<file path="src/rtl/i2cfd_pkg.sv">
// Constants and types shared by the flush, DMA enable and filter block
package i2cfd_pkg;
  localparam int unsigned DATA_W     = 8;
  localparam int unsigned FIFO_DEPTH = 8;
  // Cycles spent passing the flush request out and its acknowledge back
  localparam logic [2:0]  FLUSH_REQ_CYC = 3'h2;
  localparam logic [2:0]  FLUSH_ACK_CYC = 3'h2;
  // Filter select codes and removed spike widths in clock cycles
  localparam logic [1:0]  FLT_OFF   = 2'h0;
  localparam logic [1:0]  FLT_ONE   = 2'h1;
  localparam logic [1:0]  FLT_TWO   = 2'h2;
  localparam logic [1:0]  FLT_FOUR  = 2'h3;
  localparam logic [2:0]  SPIKE_ONE  = 3'h1;
  localparam logic [2:0]  SPIKE_TWO  = 3'h2;
  localparam logic [2:0]  SPIKE_FOUR = 3'h4;
  // Values after reset
  localparam logic [1:0]  RST_FLT_SEL = 2'h0;
  localparam logic        RST_DMA_EN  = 1'b0;
  localparam logic [1:0]  RST_LINES   = 2'h3;

  typedef enum logic [1:0] {FL_IDLE, FL_REQ, FL_ACK} i2cfd_flush_t;
endpackage

</file>
<file path="src/rtl/i2cfd_fifo.sv">
// Flop-based FIFO with valid/ready on both sides and a synchronous flush
`timescale 1ns/1ns
module i2cfd_fifo #(
  parameter int unsigned WIDTH = 8,
  parameter int unsigned DEPTH = 8
) (
  input  wire logic             core_clk,
  input  wire logic             sys_rst,
  input  wire logic             clk_en,
  input  wire logic             flush,
  input  wire logic             in_valid,
  output logic                  in_ready,
  input  wire logic [WIDTH-1:0] in_data,
  output logic                  out_valid,
  input  wire logic             out_ready,
  output logic      [WIDTH-1:0] out_data
);
  localparam int unsigned AW = $clog2(DEPTH);
  localparam logic [AW:0] FULL_CNT = DEPTH[AW:0];

  // Pointers wrap naturally, so DEPTH must be a power of two
  typedef struct packed {
    logic [DEPTH-1:0][WIDTH-1:0] mem;
    logic [AW-1:0]               wptr;
    logic [AW-1:0]               rptr;
    logic [AW:0]                 cnt;
  } i2cfd_fifo_state_t;

  i2cfd_fifo_state_t st_ff;
  i2cfd_fifo_state_t nxt_st;
  logic              push;
  logic              pop;

  assign in_ready  = (st_ff.cnt != FULL_CNT) && !flush;
  assign out_valid = (st_ff.cnt != '0) && !flush;
  assign out_data  = st_ff.mem[st_ff.rptr];
  assign push      = in_valid && in_ready;
  assign pop       = out_valid && out_ready;

  always_comb begin
    nxt_st = st_ff;
    if (flush) begin
      nxt_st.wptr = '0;
      nxt_st.rptr = '0;
      nxt_st.cnt  = '0;
    end else begin
      if (push) begin
        nxt_st.mem[st_ff.wptr] = in_data;
        nxt_st.wptr = st_ff.wptr + 1'b1;
      end
      if (pop) begin
        nxt_st.rptr = st_ff.rptr + 1'b1;
      end
      if (push && !pop) begin
        nxt_st.cnt = st_ff.cnt + 1'b1;
      end else if (pop && !push) begin
        nxt_st.cnt = st_ff.cnt - 1'b1;
      end
    end
  end

  always_ff @(posedge core_clk or posedge sys_rst) begin
    if (sys_rst) begin
      st_ff <= '0;
    end else if (clk_en) begin
      st_ff <= nxt_st;
    end
  end
endmodule // i2cfd_fifo

</file>
<file path="src/rtl/i2cfd_ctrl.sv">
// Flush sequencers, DMA enables and line spike filters of the I2C node
// Functional notes
// A receive flush request empties the receive FIFO and state, keeping config.
// The flush runs several cycles and the block clears the flush bit itself.
// Software must not read the receive FIFO during a flush and polls the bit.
// Flush bit high means flush running, low means done and cleared by hardware.
// Transmit DMA enable puts the transmit request side in run or idle state.
// DMA end of transfer clears the transmit DMA enable.
// Receive DMA enable puts the receive request side in run or idle state.
// DMA end of transfer clears the receive DMA enable.
// Software never sets both DMA enables at the same time.
// A two-bit select inserts digital spike filters on SDA and SCL.
// Select 0 is no filter, 1, 2 and 3 remove spikes 1, 2 and 4 clocks wide.
// A transmit flush empties the transmit state likewise and self-clears.
// The flush request is passed out and acknowledged back before clearing.
`timescale 1ns/1ns
module i2cfd_ctrl (
  input  wire logic                        core_clk,
  input  wire logic                        sys_rst,
  input  wire logic                        clk_en,
  input  wire logic                        rx_flush_set,
  input  wire logic                        tx_flush_set,
  output logic                             rx_flush,
  output logic                             tx_flush,
  input  wire logic                        dma_tx_en_wr,
  input  wire logic                        dma_tx_en_wdata,
  input  wire logic                        dma_rx_en_wr,
  input  wire logic                        dma_rx_en_wdata,
  output logic                             dma_tx_en,
  output logic                             dma_rx_en,
  input  wire logic                        dma_eot,
  output logic                             dma_tx_req,
  output logic                             dma_rx_req,
  input  wire logic                        filter_wr,
  input  wire logic [1:0]                  line_filter_select_wdata,
  output logic      [1:0]                  line_filter_select,
  input  wire logic                        sda_in,
  input  wire logic                        scl_in,
  output logic                             sda_filt,
  output logic                             scl_filt,
  input  wire logic                        rx_byte_valid,
  output logic                             rx_byte_ready,
  input  wire logic [i2cfd_pkg::DATA_W-1:0] rx_byte,
  output logic                             rd_valid,
  input  wire logic                        rd_ready,
  output logic      [i2cfd_pkg::DATA_W-1:0] rd_data,
  input  wire logic                        tx_wr_valid,
  output logic                             tx_wr_ready,
  input  wire logic [i2cfd_pkg::DATA_W-1:0] tx_wr_data,
  output logic                             tx_byte_valid,
  input  wire logic                        tx_byte_ready,
  output logic      [i2cfd_pkg::DATA_W-1:0] tx_byte
);
  import i2cfd_pkg::*;

  typedef struct packed {
    i2cfd_flush_t          rx_fl;
    i2cfd_flush_t          tx_fl;
    logic [2:0]            rx_cnt;
    logic [2:0]            tx_cnt;
    logic                  rx_busy;
    logic                  tx_busy;
    logic                  dma_tx_en;
    logic                  dma_rx_en;
    logic [1:0]            flt_sel;
    logic [1:0]            flt_out;
    logic [1:0][2:0]       flt_cnt;
    logic [DATA_W-1:0]     tx_hold;
    logic                  tx_full;
  } i2cfd_state_t;

  i2cfd_state_t st_ff;
  i2cfd_state_t nxt_st;
  logic         rx_fifo_flush;
  logic         fifo_in_ready;
  logic         fifo_out_valid;
  logic [1:0]   line_in;

  function automatic logic [2:0] spike_width(input logic [1:0] sel);
    case (sel)
      FLT_OFF:  spike_width = 3'h0;
      FLT_ONE:  spike_width = SPIKE_ONE;
      FLT_TWO:  spike_width = SPIKE_TWO;
      FLT_FOUR: spike_width = SPIKE_FOUR;
      default:  spike_width = 3'h0;
    endcase
  endfunction

  assign line_in            = {scl_in, sda_in};
  assign rx_flush           = st_ff.rx_busy;
  assign tx_flush           = st_ff.tx_busy;
  assign dma_tx_en          = st_ff.dma_tx_en;
  assign dma_rx_en          = st_ff.dma_rx_en;
  assign line_filter_select = st_ff.flt_sel;
  assign sda_filt           = st_ff.flt_out[0];
  assign scl_filt           = st_ff.flt_out[1];
  assign rx_fifo_flush      = (st_ff.rx_fl == FL_REQ);
  // Reads are held off during a flush so a stray pop cannot corrupt pointers
  assign rx_byte_ready      = fifo_in_ready && !st_ff.rx_busy;
  assign rd_valid           = fifo_out_valid && !st_ff.rx_busy;
  assign dma_rx_req         = st_ff.dma_rx_en && rd_valid;
  assign tx_wr_ready        = !st_ff.tx_full && !st_ff.tx_busy;
  assign dma_tx_req         = st_ff.dma_tx_en && tx_wr_ready;
  assign tx_byte_valid      = st_ff.tx_full && !st_ff.tx_busy;
  assign tx_byte            = st_ff.tx_hold;

  i2cfd_fifo #(
    .WIDTH (DATA_W),
    .DEPTH (FIFO_DEPTH)
  ) u_rx_fifo (
    .core_clk  (core_clk),
    .sys_rst   (sys_rst),
    .clk_en    (clk_en),
    .flush     (rx_fifo_flush),
    .in_valid  (rx_byte_valid && !st_ff.rx_busy),
    .in_ready  (fifo_in_ready),
    .in_data   (rx_byte),
    .out_valid (fifo_out_valid),
    .out_ready (rd_ready && !st_ff.rx_busy),
    .out_data  (rd_data)
  );

  always_comb begin
    nxt_st = st_ff;
    // Receive flush: request phase, acknowledge phase, then self-clear
    case (st_ff.rx_fl)
      FL_IDLE: begin
        if (rx_flush_set) begin
          nxt_st.rx_fl   = FL_REQ;
          nxt_st.rx_busy = 1'b1;
          nxt_st.rx_cnt  = 3'h0;
        end
      end
      FL_REQ: begin
        nxt_st.rx_cnt = st_ff.rx_cnt + 3'h1;
        if (st_ff.rx_cnt == FLUSH_REQ_CYC - 3'h1) begin
          nxt_st.rx_fl  = FL_ACK;
          nxt_st.rx_cnt = 3'h0;
        end
      end
      FL_ACK: begin
        nxt_st.rx_cnt = st_ff.rx_cnt + 3'h1;
        if (st_ff.rx_cnt == FLUSH_ACK_CYC - 3'h1) begin
          // A new request landing on completion restarts the flush
          nxt_st.rx_fl   = rx_flush_set ? FL_REQ : FL_IDLE;
          nxt_st.rx_busy = rx_flush_set;
          nxt_st.rx_cnt  = 3'h0;
        end
      end
      default: nxt_st.rx_fl = FL_IDLE;
    endcase
    // Transmit flush mirrors the receive one and empties the holding stage
    case (st_ff.tx_fl)
      FL_IDLE: begin
        if (tx_flush_set) begin
          nxt_st.tx_fl   = FL_REQ;
          nxt_st.tx_busy = 1'b1;
          nxt_st.tx_cnt  = 3'h0;
        end
      end
      FL_REQ: begin
        nxt_st.tx_full = 1'b0;
        nxt_st.tx_cnt  = st_ff.tx_cnt + 3'h1;
        if (st_ff.tx_cnt == FLUSH_REQ_CYC - 3'h1) begin
          nxt_st.tx_fl  = FL_ACK;
          nxt_st.tx_cnt = 3'h0;
        end
      end
      FL_ACK: begin
        nxt_st.tx_cnt = st_ff.tx_cnt + 3'h1;
        if (st_ff.tx_cnt == FLUSH_ACK_CYC - 3'h1) begin
          nxt_st.tx_fl   = tx_flush_set ? FL_REQ : FL_IDLE;
          nxt_st.tx_busy = tx_flush_set;
          nxt_st.tx_cnt  = 3'h0;
        end
      end
      default: nxt_st.tx_fl = FL_IDLE;
    endcase
    if (st_ff.tx_fl == FL_IDLE && !tx_flush_set) begin
      if (tx_byte_valid && tx_byte_ready) begin
        nxt_st.tx_full = 1'b0;
      end
      if (tx_wr_valid && tx_wr_ready) begin
        nxt_st.tx_hold = tx_wr_data;
        nxt_st.tx_full = 1'b1;
      end
    end
    // End of transfer clears the enables; a write of one in the same cycle wins
    if (dma_eot) begin
      nxt_st.dma_tx_en = 1'b0;
      nxt_st.dma_rx_en = 1'b0;
    end
    if (dma_tx_en_wr && (dma_tx_en_wdata || !dma_eot)) begin
      nxt_st.dma_tx_en = dma_tx_en_wdata;
    end
    if (dma_rx_en_wr && (dma_rx_en_wdata || !dma_eot)) begin
      nxt_st.dma_rx_en = dma_rx_en_wdata;
    end
    if (filter_wr) begin
      nxt_st.flt_sel = line_filter_select_wdata;
    end
    // Output follows only once the input has differed longer than the spike
    for (int i = 0; i < 2; i++) begin
      if (line_in[i] == st_ff.flt_out[i]) begin
        nxt_st.flt_cnt[i] = 3'h0;
      end else if (st_ff.flt_cnt[i] >= spike_width(st_ff.flt_sel)) begin
        nxt_st.flt_out[i] = line_in[i];
        nxt_st.flt_cnt[i] = 3'h0;
      end else begin
        nxt_st.flt_cnt[i] = st_ff.flt_cnt[i] + 3'h1;
      end
    end
  end

  always_ff @(posedge core_clk or posedge sys_rst) begin
    if (sys_rst) begin
      st_ff           <= '0;
      st_ff.rx_fl     <= FL_IDLE;
      st_ff.tx_fl     <= FL_IDLE;
      st_ff.dma_tx_en <= RST_DMA_EN;
      st_ff.dma_rx_en <= RST_DMA_EN;
      st_ff.flt_sel   <= RST_FLT_SEL;
      st_ff.flt_out   <= RST_LINES;
    end else if (clk_en) begin
      st_ff <= nxt_st;
    end
  end

  a_rx_flush_start: assert property (@(posedge core_clk) disable iff (sys_rst)
    clk_en && rx_flush_set |=> rx_flush)
    else $error("rx flush bit did not rise");
  // Multi-cycle checks assume clk_en stays high across their span
  // A set in the final acknowledge cycle restarts, so it is excluded there
  a_rx_flush_ends: assert property (@(posedge core_clk) disable iff (sys_rst)
    clk_en && rx_flush_set && !rx_flush ##1 clk_en [*3]
    ##1 (clk_en && !rx_flush_set) |=> !rx_flush)
    else $error("rx flush bit did not self clear");
  a_tx_flush_ends: assert property (@(posedge core_clk) disable iff (sys_rst)
    clk_en && tx_flush_set && !tx_flush ##1 clk_en [*3]
    ##1 (clk_en && !tx_flush_set) |=> !tx_flush)
    else $error("tx flush bit did not self clear");
  a_flush_frozen: assert property (@(posedge core_clk) disable iff (sys_rst)
    !clk_en |=> rx_flush == $past(rx_flush))
    else $error("rx flush bit moved while frozen");
  a_flush_keeps_cfg: assert property (@(posedge core_clk) disable iff (sys_rst)
    clk_en && rx_flush_set && !filter_wr
    |=> line_filter_select == $past(line_filter_select))
    else $error("flush disturbed filter setting");
  a_rx_push_held: assert property (@(posedge core_clk) disable iff (sys_rst)
    rx_flush |-> !rx_byte_ready)
    else $error("rx push accepted during flush");
  a_rx_fifo_empty: assert property (@(posedge core_clk) disable iff (sys_rst)
    clk_en && rx_fifo_flush |=> !fifo_out_valid)
    else $error("rx fifo kept data through flush");
  a_flush_ack_order: assert property (@(posedge core_clk) disable iff (sys_rst)
    $fell(rx_flush) |-> $past(st_ff.rx_fl) == FL_ACK)
    else $error("rx flush cleared before acknowledge");
  a_tx_ack_order: assert property (@(posedge core_clk) disable iff (sys_rst)
    $fell(tx_flush) |-> $past(st_ff.tx_fl) == FL_ACK)
    else $error("tx flush cleared before acknowledge");
  a_tx_held_off: assert property (@(posedge core_clk) disable iff (sys_rst)
    tx_flush |-> !tx_wr_ready && !tx_byte_valid && !dma_tx_req)
    else $error("tx path open during flush");
  a_rd_held_off: assert property (@(posedge core_clk) disable iff (sys_rst)
    rx_flush |-> !rd_valid && !dma_rx_req)
    else $error("rx read offered during flush");
  a_tx_flush_hold: assert property (@(posedge core_clk) disable iff (sys_rst)
    clk_en && tx_flush_set |=> tx_flush ##1 !tx_byte_valid)
    else $error("tx flush did not empty holding stage");
  a_dma_tx_eot: assert property (@(posedge core_clk) disable iff (sys_rst)
    clk_en && dma_eot && !dma_tx_en_wr |=> !dma_tx_en)
    else $error("tx dma enable survived end of transfer");
  a_dma_rx_eot: assert property (@(posedge core_clk) disable iff (sys_rst)
    clk_en && dma_eot && !dma_rx_en_wr |=> !dma_rx_en)
    else $error("rx dma enable survived end of transfer");
  a_dma_tx_idle: assert property (@(posedge core_clk) disable iff (sys_rst)
    dma_tx_req |-> dma_tx_en && !tx_flush)
    else $error("tx dma request while idle");
  a_dma_rx_idle: assert property (@(posedge core_clk) disable iff (sys_rst)
    dma_rx_req |-> dma_rx_en)
    else $error("rx dma request while idle");
  a_tx_en_write: assert property (@(posedge core_clk) disable iff (sys_rst)
    clk_en && dma_tx_en_wr |=> dma_tx_en == $past(dma_tx_en_wdata))
    else $error("tx dma enable write lost");
  a_rx_en_write: assert property (@(posedge core_clk) disable iff (sys_rst)
    clk_en && dma_rx_en_wr |=> dma_rx_en == $past(dma_rx_en_wdata))
    else $error("rx dma enable write lost");
  a_filter_write: assert property (@(posedge core_clk) disable iff (sys_rst)
    clk_en && filter_wr
    |=> line_filter_select == $past(line_filter_select_wdata))
    else $error("filter select write lost");
  a_scl_filter_off: assert property (@(posedge core_clk) disable iff (sys_rst)
    clk_en && line_filter_select == FLT_OFF && !filter_wr
    |=> scl_filt == $past(scl_in))
    else $error("unfiltered scl did not follow input");
  a_filter_off: assert property (@(posedge core_clk) disable iff (sys_rst)
    clk_en && line_filter_select == FLT_OFF && !filter_wr
    |=> sda_filt == $past(sda_in))
    else $error("unfiltered sda did not follow input");
  a_filter_spike: assert property (@(posedge core_clk) disable iff (sys_rst)
    clk_en && !filter_wr && line_filter_select == FLT_FOUR && sda_in == sda_filt
    ##1 (clk_en && !filter_wr) [*4] |-> sda_filt == $past(sda_filt, 4))
    else $error("four clock spike reached filtered sda");
endmodule // i2cfd_ctrl

</file>
<file path="config.mk">
export PLATFORM = sky130hd
export DESIGN_NAME = i2cfd_ctrl
export DESIGN_NICKNAME = d
export VERILOG_FILES = /design/src/rtl/i2cfd_pkg.sv /design/src/rtl/i2cfd_fifo.sv /design/src/rtl/i2cfd_ctrl.sv
export SDC_FILE = /design/constraint.sdc
export NUM_CORES = 1
export LEC_CHECK = 0
export BUFFER_PORTS_ARGS = -buffer_cell sky130_fd_sc_hd__buf_2
export CORE_ASPECT_RATIO = 0.5
export CORE_MARGIN = 4
export CORE_UTILIZATION = 59
export CTS_BUF_LIST = sky130_fd_sc_hd__clkbuf_16
export DETAILED_ROUTE_END_ITERATION = 8
export GPL_ROUTABILITY_DRIVEN = 0
export GPL_TIMING_DRIVEN = 0
export PLACE_DENSITY = 0.81
export SYNTH_ARGS = -nofsm -noshare
export SYNTH_HDL_FRONTEND = slang
export SYNTH_SLANG_ARGS = --single-unit
export TNS_END_PERCENT = 30
</file>
<file path="constraint.sdc">
create_clock -name core_clk -period 4.1 [get_ports core_clk]
set_input_delay 0.615 -clock core_clk [delete_from_list [all_inputs] [get_ports core_clk]]
set_output_delay 0.615 -clock core_clk [all_outputs]
set_load 0.1 [all_outputs]
</file>
==> results of run 1 <==
==> through the flow <==
step	cells	utilization	instance area [um2]
final	632	0.706	6290
after global placement	617	0.673	6000
after global routing	632	0.706	6290
after CTS	632	0.706	6290
after detailed placement	618	0.676	6030
after floorplan	436	-	5530
==> cells by family (layout without fill, tap and decap cells) <==
logic type | count (synthesis) | after routing
AOI/OAI and AO/OA | 64 | 64
adders and majority gates | 22 | 22
muxes | 102 | 102
and+or+nand+nor | 95 | 95
buffers and inverters | 42 | 121
DFF | 107 | 107
xor gates and xnor gates | 4 | 4
==> layout make-up <==
| cell class | count | area (um2) |
|---|---|---|
| Fill cell | 612 | 2620 |
| Buffer | 22 | 126 |
| Sequential cell | 107 | 2680 |
| Clock inverter | 5 | 41.3 |
| Multi-Input combinational cell | 287 | 2650 |
| Timing Repair Buffer | 65 | 348 |
| Inverter | 20 | 77.6 |
| Tap cell | 117 | 146 |
| Clock buffer | 9 | 225 |
==> routing by layer <==
metal | wire, um | up-vias
met5 | 0 | -
met4 | 240 | 0
met3 | 600 | 21
met2 | 5620 | 99
met1 | 5090 | 1854
li1 | - | 1720
==> synth_stat cells, types with 3 or more instances <==
cell type                  instances  area share
sky130_fd_sc_hd__or2_2             4      0.0045
sky130_fd_sc_hd__nor2b_1           5      0.0057
sky130_fd_sc_hd__buf_1             4      0.0027
sky130_fd_sc_hd__o21ai_0          27       0.024
sky130_fd_sc_hd__mux4_2           16       0.065
sky130_fd_sc_hd__nor3b_1           3      0.0041
sky130_fd_sc_hd__nor3_1            5      0.0045
sky130_fd_sc_hd__nand2_1          25       0.017
sky130_fd_sc_hd__mux2_2           77        0.16
sky130_fd_sc_hd__nand3_1           8      0.0072
sky130_fd_sc_hd__nand2b_1          9       0.010
sky130_fd_sc_hd__dfrtp_1         105        0.48
sky130_fd_sc_hd__ha_1             21       0.048
sky130_fd_sc_hd__mux2_4            8       0.022
sky130_fd_sc_hd__a21o_1            3      0.0041
sky130_fd_sc_hd__inv_1            20       0.014
sky130_fd_sc_hd__buf_4            11       0.015
sky130_fd_sc_hd__clkbuf_1          5      0.0034
sky130_fd_sc_hd__a21oi_1          11       0.010
sky130_fd_sc_hd__nor2_1           15       0.010
sky130_fd_sc_hd__a32o_1            3      0.0054
==> power by group through the flow <==
stage | Clock, mW | Sequential (mW) | Combinational [mW]
floorplan | 0 | 1.65 | 1.65
global placement | 0 | 1.55 | 2.03
detailed placement | 0 | 1.58 | 2.08
CTS | 0.812 | 1.56 | 2.10
global route | 0.862 | 1.60 | 2.24
finish | 0.801 | 1.56 | 2.09
==> layout by cell type (no fill, tap or decap), drive strengths merged, types with 3 or more instances in the layout <==
| cell type | Yosys | final |
|---|---|---|
| o21ai | 28 | 28 |
| buf | 17 | 82 |
| a21o | 3 | 3 |
| dfrtp | 105 | 105 |
| nor3 | 7 | 7 |
| nand2b | 9 | 9 |
| a21oi | 11 | 11 |
| nor2 | 15 | 15 |
| mux4 | 16 | 16 |
| inv | 20 | 21 |
| nor2b | 5 | 5 |
| and2 | 3 | 3 |
| or2 | 4 | 4 |
| clkbuf | 5 | 14 |
| nor4 | 3 | 3 |
| nand2 | 26 | 26 |
| clkinv | 0 | 3 |
| mux2 | 85 | 85 |
| ha | 21 | 21 |
| nand4 | 3 | 3 |
| nand3 | 9 | 9 |
| nor3b | 5 | 5 |
| a32o | 3 | 3 |
==> path summary, 6_finish.rpt <==
check	from	to	slack (ps)	cells after the start
worst min register to register	u_rx_fifo.st_ff[32]$_DFFE_PP0P_	u_rx_fifo.st_ff[32]$_DFFE_PP0P_	500	1
min in group core_clk	tx_wr_data[5]	tx_byte[5]$_DFFE_PP0P_	490	2
worst max register to register	st_ff[32]$_DFFE_PP0P_	u_rx_fifo.st_ff[3]$_DFFE_PP0P_	1070	11
worst max-delay path	u_rx_fifo.st_ff[5]$_DFFE_PP0P_	rd_data[7]	620	5
worst min-delay path	sys_rst	u_rx_fifo.st_ff[24]$_DFFE_PP0P_	280	2
max in group asynchronous	sys_rst	scl_filt$_DFFE_PP1P_	3100	3
==> worst max-delay path: stages (launching register included) <==
cell and delay (ps):
sky130_fd_sc_hd__dfrtp_1 350, sky130_fd_sc_hd__clkbuf_1 520, sky130_fd_sc_hd__buf_1 640, sky130_fd_sc_hd__mux4_2 420, sky130_fd_sc_hd__mux2_2 290, sky130_fd_sc_hd__buf_2 290
==> registers in the layout (all words and copies together) (netlist names) <==
register            count
u_rx_fifo.st_ff        74
sda_filt                1
st_ff                  17
tx_byte                 8
scl_filt                1
dma_tx_en               1
rx_flush                1
dma_rx_en               1
tx_flush                1
line_filter_select      2
==> impl_metrics.csv, run 1 <==
group,metric,value,unit
run_status,run_status,"finished, final reports clean",
power,clockPowerShare,0.180,
global_routing,globalRouteTotalUtil,0.219,
timing,holdWs,282,ps
setup_path,timing.critical_path.fanout_max,10,
logic_synthesis,synth_enable_flop_cells,0,
setup_path,critical_path_required,3480,ps
logic_synthesis,yosysWarningCount,0,
power,total_power,4.46,mW
floorplanning,ioPinCount,65,
drt,ant_nets,0,
setup_path,crit_type,"flip-flop to primary output",
logic_synthesis,ys_seq_elements,107,
logic_synthesis,synthesis.instances,436,
global_routing,grt_start_max_net_pins,74,
cts,cts.repair_timing.setup_buffer_count,0,
timing,fmax_achieved,287,MHz
global_routing,globalRouteMet2Util,0.352,
global_routing,met1_usage,0.291,
logic_synthesis,yosys.area_share.adder,0.0512,
cts,htree_levels,3,
timing,final-setup-viol-count,0,
drt,vias_per_cell,5.84,
drt,routed_wirelength,11.5,mm
floorplanning,rows,24,
global_routing,first_pass_grt_wire_length,18.9,mm
layout,antenna_cells,0,
floorplanning,coreArea,8920,um2
layout,syn_to_final_growth,13.9,%
logic_synthesis,synthMuxAreaShare,0.246,
drt,wl_per_cell,18.3,um
global_routing,grt_remaining_overflow,0,
job,drv.max_cap_violation_count,0,
cts,number_of_gates_resized_after_cts,0,
power,comb_power_share,0.470,
drt,drt_pre_antenna_iters,4,
power,cellPowerDensity,708,nW/um2
placed_design,pre_cts_ws,1020,ps
cts,ctsRootBufferMaster,"sky130_fd_sc_hd__clkbuf_16",
logic_synthesis,synth_compound_gate_area_share,0.0715,
logic_synthesis,synthXorXnorAreaFrac,0.00634,
setup_path,timing.critical_path.arrival,2870,ps
cts,tritoncts,"done",
timing,tightestPinTransition,869,ps
cts,insertion_delay,350,ps
power,p_sw,1.98,mW
timing,grt_setup_unrepaired,"no",
timing,final.setup.tns,0,ps
timing,report.final.hold_viol_count,0,
timing,slew_headroom,0.417,
cts,hold_buffers,0,
timing,worst_clock_skew,7.21,ps
logic_synthesis,synth_simple_gate_area_share,0.104,
timing,timing.final.ws_setup,617,ps
floorplanning,die_w,145,um
cts,cts_num_sinks,107,
logic_synthesis,synthesized_net_count,493,
logic_synthesis,synth_sequential_area_ratio,0.485,
drt,dr.first_iter.drc_count,246,
cts,cts_made_buffers,9,
power,power.leakage,3.03,nW
cts,clk_pin_slew_worst_paths,70,ps
floorplanning,die_h,76.4,um
drt,drc_errors,0,
placed_design,detailedPlacementHpwl,7.63,mm
global_routing,busiest_layer_in_global_routing,"met2",
logic_synthesis,avgSynthCellArea,12.7,um2
logic_synthesis,largest_family_of_logic_cells_by_synthesized_area,"multiplexers",
setup_path,critPathCaptureType,"primary output",
timing,final.min_clock_period,3480,ps
floorplanning,starting_density,0.620,
drt,number_of_vias_after_detailed_routing,3694,
power,seqPwrFrac,0.351,
setup_path,timing.critical_path.from_type,"flip-flop",
global_routing,grt.met3_usage,0.0639,
global_routing,grt_antenna_before_repair,0,
power,vdd_ir_drop_max,324,uV
timing,timing.final.crit_share,0.849,
logic_synthesis,synth-main-ff-cell,"sky130_fd_sc_hd__dfrtp_1",
logic_synthesis,synth_area,5530,um2
cts,cts-root-to-sink-buffers,2,
floorplanning,die_area,11100,um2
layout,drive_above_1_share,0.416,
logic_synthesis,synth.distinct_cells,56,
worst_hold_path,hold_path_class,"input port to async pin",
power,swShare,0.445,
global_routing,first_global_vias,3758,
logic_synthesis,synthArstFlopShare,1.00,
layout,design.final.nets,569,
placed_design,io_buffers,64,
power,internal_power,2.47,mW
timing,timing_max_transition_violations_final,0,
(Power assumes the default switching activity.)
==> run 2: changes to the inputs <==
==> constraint.sdc (replaced) <==
create_clock -name core_clk -period 3.61 [get_ports core_clk]
set_input_delay 0.5415 -clock core_clk [delete_from_list [all_inputs] [get_ports core_clk]]
set_output_delay 0.5415 -clock core_clk [all_outputs]
set_load 0.1 [all_outputs]
==> impl_metrics.csv, run 2 (synthesized netlist as in run 1, its figures left out) <==
group,metric,value,unit
setup_path,crit_type,"flip-flop to primary output",
timing,report.final.hold_viol_count,0,
layout,n_fill_cell,621,
drt,drc_errors,0,
timing,tightestPinTransition,956,ps
job,drv.max_cap_violation_count,0,
timing,timing_max_transition_violations_final,0,
placed_design,dpl.cell_count,618,
timing,final.min_clock_period,3420,ps
drt,number_of_vias_after_detailed_routing,3691,
drt,ant_nets,0,
placed_design,detailedPlacementHpwl,7.46,mm
setup_path,slowest_stage,"sky130_fd_sc_hd__buf_1",
layout,layout_common_cells,"sky130_fd_sc_hd__dfrtp_1, sky130_fd_sc_hd__mux2_2, sky130_fd_sc_hd__buf_2",
global_routing,first_global_vias,3722,
power,vdd_ir_drop_max,386,uV
setup_path,timing.critical_path.arrival,2880,ps
cts,htree_levels,3,
floorplanning,starting_density,0.620,
floorplanning,rows,24,
layout,finish.cell_count_without_fillers,634,
floorplanning,die_area,11100,um2
cts,number_of_gates_resized_after_cts,0,
global_routing,globalRouteTotalUtil,0.220,
timing,final-setup-viol-count,0,
worst_hold_path,hold_path_class,"input port to async pin",
power,cellPowerDensity,810,nW/um2
floorplanning,ioPinCount,65,
placed_design,io_buffers,64,
floorplanning,die_w,145,um
global_routing,grt_antenna_before_repair,0,
drt,drt_pre_antenna_iters,4,
timing,grt_setup_unrepaired,"no",
layout,design.final.nets,569,
floorplanning,coreArea,8920,um2
setup_path,timing.critical_path.max_delay_family,"buffers and inverters",
setup_path,timing.critical_path.from_type,"flip-flop",
layout,syn_to_final_growth,14.6,%
timing,fmax_achieved,292,MHz
power,total_power,5.13,mW
layout,drive_above_1_share,0.416,
timing,timing.final.crit_share,0.947,
drt,wl_per_cell,17.8,um
cts,clk_pin_slew_worst_paths,70,ps
drt,routed_wirelength,11.3,mm
timing,slew_headroom,0.359,
cts,tritoncts,"done",
drt,dr.first_iter.drc_count,219,
cts,cts_num_sinks,107,
layout,most_common_cell_after_layout_fill_and_taps_aside,"sky130_fd_sc_hd__dfrtp_1",
setup_path,timing.critical_path.fanout_max,10,
setup_path,crit_path_cell_trace,"clkbuf_1 > buf_1 > mux4_2 > mux2_2 > buf_2",
cts,insertion_delay,350,ps
global_routing,grt_start_max_net_pins,68,
global_routing,grt_remaining_overflow,0,
timing,final.setup.tns,0,ps
setup_path,slowest_delay,630,ps
drt,vias_per_cell,5.82,
cts,hold_buffers,0,
cts,cts_made_buffers,9,
run_status,run_status,"finished, final reports clean",
cts,cts-root-to-sink-buffers,2,
setup_path,crit_buf_inv,3,
cts,cts.repair_timing.setup_buffer_count,0,
setup_path,critical_path_required,3070,ps
timing,worst_clock_skew,5.74,ps
layout,registers.top_by_ff_count,"u_rx_fifo.st_ff",
layout,largest_reg_flops,74,
cts,ctsRootBufferMaster,"sky130_fd_sc_hd__clkbuf_16",
setup_path,critPathCaptureType,"primary output",
global_routing,first_pass_grt_wire_length,19.1,mm
layout,antenna_cells,0,
power,power.leakage,3.06,nW
floorplanning,die_h,76.4,um
==> run 2: final timing paths <==
check / from / end / slack, ps / cells past startpoint
max in group asynchronous: sys_rst / u_rx_fifo.st_ff[56]$_DFFE_PP0P_ / 2690 / 3
setup reg to reg: st_ff[32]$_DFFE_PP0P_ / u_rx_fifo.st_ff[3]$_DFFE_PP0P_ / 640 / 11
hold / removal: sys_rst / u_rx_fifo.st_ff[4]$_DFFE_PP0P_ / 230 / 2
min in group core_clk: tx_wr_data[4] / tx_byte[4]$_DFFE_PP0P_ / 420 / 2
hold reg to reg: u_rx_fifo.st_ff[55]$_DFFE_PP0P_ / u_rx_fifo.st_ff[55]$_DFFE_PP0P_ / 510 / 1
setup / recovery: u_rx_fifo.st_ff[5]$_DFFE_PP0P_ / rd_data[1] / 190 / 5
==> run 2: routing by layer <==
metal  GRT usage  up-vias  part of all wire
met5           0        -                 0
met1       0.310     1863              0.47
met4      0.0540        0             0.012
met3      0.0539       14             0.042
li1            -     1733                 -
met2       0.347       81              0.48
==> run 2: layout make-up <==
cell class                      count  area [um2]  share of cell area
Sequential cell                   107        2680               0.423
Buffer                             22         126              0.0200
Clock buffer                        9         225              0.0356
Tap cell                          117         146              0.0231
Multi-Input combinational cell    287        2650               0.419
Clock inverter                      7        77.6              0.0122
Inverter                           20        77.6              0.0122
Timing Repair Buffer               65         348              0.0549
==> run 2: worst reg2reg max path, cell delays in order, from the launching register on <==
cell	delay, ps
sky130_fd_sc_hd__dfrtp_1	370
sky130_fd_sc_hd__inv_1	90
sky130_fd_sc_hd__ha_1	180
sky130_fd_sc_hd__buf_2	180
sky130_fd_sc_hd__nor4b_2	630
sky130_fd_sc_hd__nand2b_1	310
sky130_fd_sc_hd__ha_1	260
sky130_fd_sc_hd__a21o_1	170
sky130_fd_sc_hd__a21oi_1	230
sky130_fd_sc_hd__nand3_1	140
sky130_fd_sc_hd__o211ai_1	140
sky130_fd_sc_hd__o221ai_1	130
==> run 2: report_power, final <==
group | total, mW | internal [mW] | switching, mW | leakage, nW
sequential | 1.77 | 1.54 | 0.228 | 1.41
combinational | 2.36 | 0.799 | 1.56 | 1.49
clock | 1.00 | 0.546 | 0.458 | 0.152
total | 5.13 | 2.89 | 2.24 | 3.06
==> run 2: per-stage QoR <==
stage | util | hold WS, ps | worst slack, ps | instance area, um2
4_1_cts | 0.710 | 244 | 151 | 6330
6_report | 0.710 | 232 | 191 | 6330
3_3_place_gp | 0.673 | 482 | -989 | 6000
5_1_grt | 0.710 | 289 | 50.2 | 6330
3_5_place_dp | 0.676 | 490 | 576 | 6030
2_1_floorplan | - | 474 | -28.8 | 5530
